### src/rtl/escr_pkg.sv
/*
  Constants for the exception state and reset control register bank.
  Assumes a 32-bit classic Wishbone slave on one clock, synchronous active-low reset.
*/
// Notes on behaviour
// Writing 1 to bit 27 clears deferred service pending; 0 does nothing.
// Bit 26 write 1 sets tick pending; reads show tick pending state.
// Bit 25 is write-only; 1 clears tick pending; reads give no defined value.
// Without a tick timer, tick set and clear bits are reserved.
// Bit 22 reads 1 when any interrupt is pending, excluding NMI and faults.
// Field 17:12 gives highest-priority pending enabled exception number, else zero.
// Field 5:0 gives the active exception number, zero in thread mode.
// Active field always equals bits 5:0 of interrupt program status.
// Exception number n maps to interrupt line n minus 16.
// Software never sets and clears the same exception in one write.
// Reset control writes ignored unless bits 31:16 equal 0x05FA; they read unknown.
// Bit 15 reports implemented data endianness, 0 little, 1 big.
// Key-valid write with bit 2 set requests system reset; bit reads 0.
// Bit 1 is reserved for debug, reads 0; software writes 0.
// Bit 28 write 1 sets deferred service pending; reads show its pending state.
// Reserved bits of both registers read zero and ignore writes.
package escr_pkg;
  localparam logic [3:0]  ADDR_STATE      = 4'h0;   // Exception state register, byte address
  localparam logic [3:0]  ADDR_RESET_CTRL = 4'h4;   // Reset control register, byte address
  localparam int          BIT_DS_SET      = 28;
  localparam int          BIT_DS_CLR      = 27;
  localparam int          BIT_TICK_SET    = 26;
  localparam int          BIT_TICK_CLR    = 25;
  localparam int          BIT_ANY_PEND    = 22;
  localparam int          POS_HIGH_PEND   = 12;
  localparam int          POS_ACTIVE      = 0;
  localparam int          BIT_ENDIAN      = 15;
  localparam int          BIT_SYS_RESET   = 2;
  localparam int          POS_KEY         = 16;
  localparam logic [15:0] WRITE_KEY       = 16'h05fa;
  localparam logic [5:0]  IRQ_BASE        = 6'h10;  // First external interrupt exception number
  localparam int          NUM_IRQ         = 32;
  localparam logic [7:0]  RESET_PULSE_CYC = 8'h04;  // Length of the system reset request pulse
  localparam logic [31:0] RESET_VALUE     = 32'h0000_0000;
endpackage

### src/rtl/escr_pend_pick.sv
/*
  Finds the highest-priority pending enabled external interrupt.
  Assumes 2-bit priorities per line, lower value wins, lower line number breaks ties.
*/
`timescale 1ns/1ps
module escr_pend_pick (
  input  wire logic [31:0] pend,      // Pending interrupt lines
  input  wire logic [31:0] enable,    // Enabled interrupt lines
  input  wire logic [63:0] prio,      // Two priority bits per line
  output logic             found,     // Some pending enabled line exists
  output logic [5:0]       exc_num    // Its exception number
);
  logic [2:0] best_p;
  always_comb begin
    found   = 1'b0;
    exc_num = 6'h00;
    best_p  = 3'h4;
    for (int i = escr_pkg::NUM_IRQ - 1; i >= 0; i--) begin
      if (pend[i] && enable[i] && ({1'b0, prio[2*i +: 2]} <= best_p)) begin
        best_p  = {1'b0, prio[2*i +: 2]};
        found   = 1'b1;
        exc_num = escr_pkg::IRQ_BASE + 6'(i);
      end
    end
  end
endmodule

### src/rtl/escr_regs.sv
/*
  Exception state register and reset control register behind a classic Wishbone slave.
  Assumes the core supplies its pending, enable, priority and status signals synchronously.
*/
`timescale 1ns/1ps
module escr_regs #(
  parameter bit HAS_TICK = 1'b1,   // System tick timer implemented
  parameter bit BIG_END  = 1'b0    // Implemented data endianness
) (
  input  wire logic        clk_sys,        // 20 MHz clock
  input  wire logic        rst_n,          // Synchronous reset, active low
  input  wire logic        wb_cyc_i,       // Wishbone cycle
  input  wire logic        wb_stb_i,       // Wishbone strobe
  input  wire logic        wb_we_i,        // Write enable
  input  wire logic [3:0]  wb_adr_i,       // Byte address
  input  wire logic [3:0]  wb_sel_i,       // Byte selects
  input  wire logic [31:0] wb_dat_i,       // Write data
  output logic [31:0]      wb_dat_o,       // Read data
  output logic             wb_ack_o,       // Acknowledge
  input  wire logic [31:0] irq_pend,       // External interrupt pending lines
  input  wire logic [31:0] irq_enable,     // External interrupt enables
  input  wire logic [63:0] irq_prio,       // Two priority bits per line
  input  wire logic [5:0]  interrupt_program_status, // Active exception from the core
  input  wire logic        tick_event,     // Tick timer makes its exception pending
  input  wire logic        ds_taken,       // Core entered the deferred service handler
  input  wire logic        tick_taken,     // Core entered the tick handler
  output logic             ds_pending,     // Deferred service exception pending
  output logic             tick_pending,   // System tick exception pending
  output logic             system_reset_request // System reset request pulse
);
  logic        ds_q, ds_d;
  logic        tick_q, tick_d;
  logic        ack_q, ack_d;
  logic [31:0] rdata_q, rdata_d;
  logic [7:0]  rst_cnt_q, rst_cnt_d;
  logic        rst_req_q, rst_req_d;
  logic        ds_out_q, tick_out_q;
  logic        pick_found;
  logic [5:0]  pick_num;
  logic        req, wr_state, wr_reset, key_ok, full_word;
  logic [5:0]  high_pend;

  escr_pend_pick u_pick (
    .pend    (irq_pend),
    .enable  (irq_enable),
    .prio    (irq_prio),
    .found   (pick_found),
    .exc_num (pick_num)
  );

  // Deferred service and tick are system exceptions that also count as pending interrupts
  always_comb begin
    if (pick_found) begin
      high_pend = pick_num;
    end else if (ds_q) begin
      high_pend = 6'h0e;
    end else if (tick_q && HAS_TICK) begin
      high_pend = 6'h0f;
    end else begin
      high_pend = 6'h00;
    end
  end

  always_comb begin
    req       = wb_cyc_i && wb_stb_i && !ack_q;
    full_word = (wb_sel_i == 4'hf);
    wr_state  = req && wb_we_i && full_word && (wb_adr_i == escr_pkg::ADDR_STATE);
    key_ok    = wb_dat_i[escr_pkg::POS_KEY +: 16] == escr_pkg::WRITE_KEY;
    wr_reset  = req && wb_we_i && full_word && (wb_adr_i == escr_pkg::ADDR_RESET_CTRL) && key_ok;
  end

  always_comb begin
    ds_d   = ds_q;
    tick_d = tick_q;
    if (ds_taken) begin
      ds_d = 1'b0;
    end
    if (tick_taken) begin
      tick_d = 1'b0;
    end
    if (wr_state && wb_dat_i[escr_pkg::BIT_DS_CLR]) begin
      ds_d = 1'b0;
    end
    if (wr_state && wb_dat_i[escr_pkg::BIT_DS_SET]) begin
      ds_d = 1'b1;
    end
    if (HAS_TICK) begin
      if (wr_state && wb_dat_i[escr_pkg::BIT_TICK_CLR]) begin
        tick_d = 1'b0;
      end
      if ((wr_state && wb_dat_i[escr_pkg::BIT_TICK_SET]) || tick_event) begin
        tick_d = 1'b1;
      end
    end else begin
      tick_d = 1'b0;
    end
  end

  always_comb begin
    ack_d   = req;
    rdata_d = 32'h0000_0000;
    if (req && !wb_we_i) begin
      unique case (wb_adr_i)
        escr_pkg::ADDR_STATE: begin
          rdata_d[escr_pkg::BIT_DS_SET]   = ds_q;
          rdata_d[escr_pkg::BIT_TICK_SET] = tick_q && HAS_TICK;
          rdata_d[escr_pkg::BIT_ANY_PEND] = |(irq_pend) || ds_q || tick_q;
          rdata_d[escr_pkg::POS_HIGH_PEND +: 6] = high_pend;
          rdata_d[escr_pkg::POS_ACTIVE +: 6]    = interrupt_program_status;
        end
        escr_pkg::ADDR_RESET_CTRL: begin
          rdata_d[escr_pkg::BIT_ENDIAN] = BIG_END;
        end
        default: begin
          rdata_d = 32'h0000_0000;
        end
      endcase
    end
  end

  // Reset request is stretched so the system reset controller cannot miss it
  always_comb begin
    rst_cnt_d = rst_cnt_q;
    rst_req_d = 1'b0;
    if (wr_reset && wb_dat_i[escr_pkg::BIT_SYS_RESET]) begin
      rst_cnt_d = escr_pkg::RESET_PULSE_CYC;
    end else if (rst_cnt_q != 8'h00) begin
      rst_cnt_d = rst_cnt_q - 8'h01;
    end
    rst_req_d = (rst_cnt_d != 8'h00);
  end

  always_ff @(posedge clk_sys) begin
    if (!rst_n) begin
      ds_q       <= 1'b0;
      tick_q     <= 1'b0;
      ack_q      <= 1'b0;
      rdata_q    <= escr_pkg::RESET_VALUE;
      rst_cnt_q  <= 8'h00;
      rst_req_q  <= 1'b0;
      ds_out_q   <= 1'b0;
      tick_out_q <= 1'b0;
    end else begin
      ds_q       <= ds_d;
      tick_q     <= tick_d;
      ack_q      <= ack_d;
      rdata_q    <= rdata_d;
      rst_cnt_q  <= rst_cnt_d;
      rst_req_q  <= rst_req_d;
      ds_out_q   <= ds_d;
      tick_out_q <= tick_d;
    end
  end

  assign wb_dat_o             = rdata_q;
  assign wb_ack_o             = ack_q;
  assign ds_pending           = ds_out_q;
  assign tick_pending         = tick_out_q;
  assign system_reset_request = rst_req_q;
endmodule

### config.mk
export PLATFORM = sky130hd
export DESIGN_NAME = escr_regs
export DESIGN_NICKNAME = d
export VERILOG_FILES = /design/src/rtl/escr_pkg.sv /design/src/rtl/escr_pend_pick.sv /design/src/rtl/escr_regs.sv
export SDC_FILE = /design/constraint.sdc
export NUM_CORES = 1
export LEC_CHECK = 0
export ABC_AREA = 1
export BUFFER_PORTS_ARGS = -buffer_cell sky130_fd_sc_hd__clkbuf_2
export CORE_MARGIN = 2
export CORE_UTILIZATION = 50
export CTS_CLUSTER_SIZE = 30
export DETAILED_ROUTE_END_ITERATION = 10
export GPL_TIMING_DRIVEN = 1
export PLACE_DENSITY = 0.84
export RECOVER_POWER = 100
export SETUP_SLACK_MARGIN = 0.15
export SLEW_MARGIN = 10
export SYNTH_ARGS = -nofsm -noshare
export SYNTH_HDL_FRONTEND = slang
export SYNTH_HIERARCHICAL = 1
export SYNTH_SLANG_ARGS = --single-unit
export TNS_END_PERCENT = 100
### constraint.sdc
create_clock -name clk_sys -period 42.4 [get_ports clk_sys]
set_input_delay 6.36 -clock clk_sys [delete_from_list [all_inputs] [get_ports clk_sys]]
set_output_delay 6.36 -clock clk_sys [all_outputs]
set_load 0.01 [all_outputs]
# Word-level counts from Yosys, hierarchy flattened
# Cells that the tools add are included.
# word_totals
register_bits,44
latchBits,0
ramBits,0
rom_bits,0
inputBits,182
output_inout_bits,36
wordCells,238
n_memories,0
# classes
addsub,1
mul,0
div,0
magnitude_cmp,32
eq_ne,3
shift,0
n_mux,106
bitwise_logic,0
n_reduce_logical,89
# ops
cell,n
$mux 6,33
$le 2x3->1,31
$mux 3,31
$logic_and 1x1->1,77
$mux 1,38
$reduce_or 32->1,1
$eq 16x11->1 const B,1
$mux 8,2
$reduce_bool 8->1,2
$mux 4,2
$sub 8x1->8 const B,1
$reduce_bool 3->1,2
$eq 4x3->1 const B,1
$eq 4x4->1 const B,1
$logic_not 4->1,1
$le 2x3->1 const B,1
$logic_or 1x1->1,3
$reduce_and 3->1,1
$logic_not 1->1,2

# Depth between registers and ports, before layout
# logic_depth
ltp_word,97
ltp_mapped,258
ltp_nobuf,258

# By module
# Netlist, hierarchy kept.
# by_module_without_submodules
mod,instances,cells_per_inst,area_per_inst_um2,seq_area_each_um2
escr_pend_pick,1,653,3460.8,0.0
escr_regs,1,224,1496.4,540.5

# Worst setup path after synthesis
# OpenSTA, ideal clock, no wires.
# synth_path
path_kind,input -> register
start,in irq_pend[31]
end,reg rdata_q[12] (netlist: wb_dat_o[12])
setup_ns,0.127
arrival_time_ns,32.386
required_ns,42.273
slack_ns,9.887
stages,233
n_path_buf,0
cell_sequence,nand2_2 inv_2 nand2_1 ha_1 nand2_1 clkinv_1 nor2_1 nand2_1 nand2_2 nand2_1 o21a_1 inv_1 ha_1 nor2_1 nand2_1 nand3_2 nand2_2 nand2_2 [... 197 more ...] and2_1 ha_1 inv_1 nor2_1 o211ai_1 nand3_1 or2_2 nand2_1 ha_1 a21oi_1 a21oi_1 o21ai_0 and3_1 inv_1 nand4_1 inv_1 o21ai_0 nor2_1
# synth_between
elab_chain_cells,97
elab_cells_between_ends,160
classes_between,order compare: 31; mux: 96; reduce/logical: 33
# synth_rtl
item,line,text
start: declaration,escr_regs.sv:20,"input wire logic [31:0] irq_pend,"
$logic_and 1x1->1 * (2 in series),escr_pend_pick.sv:19,"if (pend[i] && enable[i] && ({1'b0, prio[2*i +: 2]} <= best_p)) begin"
$mux 3,escr_pend_pick.sv:19,
$le 2x3->1,escr_pend_pick.sv:19,
$logic_and 1x1->1,escr_pend_pick.sv:19,
$mux 3,escr_pend_pick.sv:19,
$le 2x3->1,escr_pend_pick.sv:19,
$logic_and 1x1->1,escr_pend_pick.sv:19,
$mux 3,escr_pend_pick.sv:19,
[... 81 more ...],--,
$le 2x3->1,escr_pend_pick.sv:19,
$logic_and 1x1->1,escr_pend_pick.sv:19,
$mux 3,escr_pend_pick.sv:19,
$le 2x3->1,escr_pend_pick.sv:19,
$logic_and 1x1->1,escr_pend_pick.sv:19,
$mux 1 *,escr_pend_pick.sv:19,
named net pick_found,escr_regs.sv:38,logic pick_found;
$mux 6 *,escr_regs.sv:53,if (pick_found) begin
end signal: assignment,escr_regs.sv:138,rdata_q <= escr_pkg::RESET_VALUE;
end signal: assignment,escr_regs.sv:147,rdata_q <= rdata_d;
end: declaration,escr_regs.sv:34,"logic [31:0] rdata_q, rdata_d;"
# Mark *: on every way through the listed nets, which the timed path passes. The rest lies on a longest branch.
# A chain may end at the register's enable or synchronous reset.

# Worst setup path in the final report
# Ends and elaborated chain as after synthesis.

==> impl_metrics.ini <==
[global_route]
grt.total_usage = 0.219
grt_pass1_vias = 5224
grt_pass1_wl_mm = 20.6
grt_max_degree = 16
overflow = 0
antenna_found_initial = 0

[cts]
cts_resized = 0
clock_sinks = 27
cts_hold_buf = 0
htree_levels = 1
cts-buffers-inserted = 3
path_clk_slew_ns = 0.09
cts-root-buf = clkbuf_8
clk_latency_ns = 0.27
postCtsSetupRepairBufs = 0
cts_buffer_depth = 2
cts_tree = done

[critical_path]
worstPathRequired_ns = 42.55
cp_common_cell = nand2_2
end_kind = flop
critPathArrivalTime_ns = 36.17
crit_type = primary input to flop
worstSetupStartpointType = primary input
critPathMaxStageDelay_ns = 0.34
r2r_start = rst_cnt_q[0]
reg2reg_depth = 11
cp_max_fo = 8
rrSetupSlack_ns = 40.86
slowest_stage = or2_2
rr_endpoint = system_reset_request

[power]
clockPowerShare = 0.065
peakVddDrop_mv = 0.0166
swShare = 0.531
switchingPower_uw = 118
leakagePower_uw = 0.00380
seqPwrFrac = 0.147
p_comb_frac = 0.788
p_per_area_mw_per_mm2 = 37.2
power.internal_uw = 104

[run]
max_cap_violations = 0

[drt]
num_vias = 5643
via_per_inst = 4.72
initialDrtViolationCount = 144
ant_nets = 0
drc = 0
drt_pass1_iterations = 5
wl_per_cell_um = 10.1
routed_wirelength_mm = 12.1

[timing]
hold_violations = 0
relSlewSlack = 0.549
holdWs_ns = 0.514
setup-tns-final_ns = 0
fin_skew_ns = 0.00174
drv_slew = 0
min_period_ns = 36.02
tightestPinTransition_ns = 0.670
setup_viol = 0
fin_crit_sh = 0.850
max_freq_mhz = 27.8
rsz0062_at_grt = false

[yosys]
syn_avg_cell_area_um2 = 5.65
synth.area.top_cells = inv_1, nand2_1, nand2_2
yosysTopAreaCellShare = 0.138
ys_seq_elements = 27
synthCells = 877
yosys_warnings = 6
synth.largest_area_cell = inv_1
synth-seq-area-share = 0.109
ys_types = 40
netlist_area_mm2 = 0.00496

[min_path]
hold_path_depth = 2
hold-path-endpoint = wb_dat_o[28]
hold_path_class = flop to flop
min_from = ds_pending

[status]
outcome = finished, final reports clean

[die]
core.rowCount = 36
boundaryPins = 218
die-area_mm2 = 0.0107
core-area_mm2 = 0.00968
die-height_um = 104
initial_core_util = 0.512
die_w_um = 104

[placed_design]
gp_congestion = 0.898
dp_hpwl_mm = 10.8
io_buffers = 185

[cells_and_area]
ff_latch_area_um2 = 541
multiInputGateArea_mm2 = 0.00360
antenna_cells = 0
drive_gt1_frac = 0.289
nFillCells = 980
final_nets = 1282
syn_to_final_growth_pct = 20.4
## power groups by stage
stage	clock network (uW)	logic, uW	registers, uW
final	14.3	175	32.7
after detailed placement	0	176	32.9
after global placement	0	171	32.9
after CTS	14.6	177	32.6
after floorplan	0	145	32.3
after global routing	15.6	202	33.1
## through the flow
step / power [uW] / cell area, um2 / setup WS [ns] / utilization / std cells
after floorplan: 177 / 5020 / 9.89 / - / 893
after global placement: 204 / 5970 / 7.22 / 0.617 / 1192
after detailed placement: 209 / 5970 / 6.51 / 0.617 / 1192
after CTS: 224 / 6020 / 6.76 / 0.622 / 1196
after global routing: 250 / 5970 / 2.73 / 0.616 / 1196
final: 222 / 5970 / 6.38 / 0.616 / 1196
## logic make-up (layout without fill, tap and decap cells)
logic type,count (synthesis),after routing,share of synthesized area
flip-flops,27,27,0.109
buffers and inverters,210,380,0.172
adder cells (fa/ha/maj),36,36,0.0909
AO/OA/AOI/OAI,90,90,0.103
AND/OR/NAND/NOR,513,513,0.524
other,1,17,0.000756
## cell type report
class | instances | area share
multi-input combinational | 656 | 0.603
timing repair buffer | 185 | 0.151
inverter | 191 | 0.120
sequential | 27 | 0.0906
tap | 133 | 0.0279
clock buffer | 3 | 0.00692
clock inverter | 1 | 0.000839
## worst max-delay path by stage
| stage | startpoint | end | slack [ns] | depth (start not counted) |
|---|---|---|---|---|
| CTS | irq_pend[31] | wb_dat_o[12] | 6.76 | 240 |
| finish | irq_pend[31] | wb_dat_o[12] | 6.38 | 238 |
| global route | irq_pend[31] | wb_dat_o[12] | 2.73 | 245 |
| floorplan | irq_pend[31] | wb_dat_o[12] | 9.89 | 233 |
| detailed placement | irq_pend[31] | wb_dat_o[12] | 6.51 | 240 |
| global placement | irq_pend[31] | wb_dat_o[12] | 7.22 | 238 |
## critical path: cells and delay by family
family | cells | cell delay [ns]
buffers and inverters | 32 | 2.18
AO/OA/AOI/OAI | 59 | 7.64
adder cells (fa/ha/maj) | 31 | 8.72
AND/OR/NAND/NOR | 116 | 11.23
## flip-flops by register name, summed over array words and instances (netlist names)
| name | flops |
|---|---|
| rst_cnt_q | 8 |
| tick_pending | 1 |
| ds_pending | 1 |
| wb_ack_o | 1 |
| wb_dat_o | 15 |
| system_reset_request | 1 |
## metal layers
layer,vias to the layer above,share of wire,track usage
met1,2423,0.44,0.257
li1,3076,-,-
met2,134,0.50,0.432
met5,-,0,0
met4,0,0.0086,0.0357
met3,10,0.049,0.0220
## cell usage after synthesis
| library cell | n |
|---|---|
| clkbuf_1 | 2 |
| o211ai_1 | 1 |
| or2_2 | 5 |
| nand4_1 | 7 |
| nand2_8 | 2 |
| nor3_1 | 12 |
| a21bo_2 | 6 |
| o21a_1 | 1 |
| nor2_8 | 1 |
| or3_1 | 1 |
| nand2_2 | 87 |
| conb_1 | 1 |
| nand3b_2 | 1 |
| and2_1 | 2 |
| buf_4 | 17 |
| and3_1 | 1 |
| nor2_2 | 1 |
| dfxtp_1 | 27 |
| a31oi_1 | 1 |
| inv_1 | 182 |
| a21o_1 | 2 |
| inv_2 | 7 |
| a21oi_2 | 1 |
| nor2_1 | 97 |
| nor2_4 | 2 |
| a21boi_0 | 1 |
| nand3_2 | 29 |
| o21ai_1 | 2 |
| nand3_1 | 71 |
| nor4_2 | 1 |
| a21oi_1 | 27 |
| clkinv_1 | 2 |
| nor4_1 | 8 |
| a211oi_1 | 2 |
| nor3b_1 | 1 |
| ha_1 | 36 |
| o21ai_0 | 44 |
| a21bo_1 | 2 |
| nand2_1 | 181 |
| nand2_4 | 3 |
## cell usage in the layout (no fill, tap or decap), drive strengths merged, types with 9 or more instances in the layout
master / n
a21oi: 28
dfxtp: 27
nor4: 9
inv: 189
nor2: 101
o21ai: 46
nor3: 12
clkbuf: 188
nand3: 100
ha: 36
nand2: 273
conb: 17
Power figures use the tool's default switching activity.
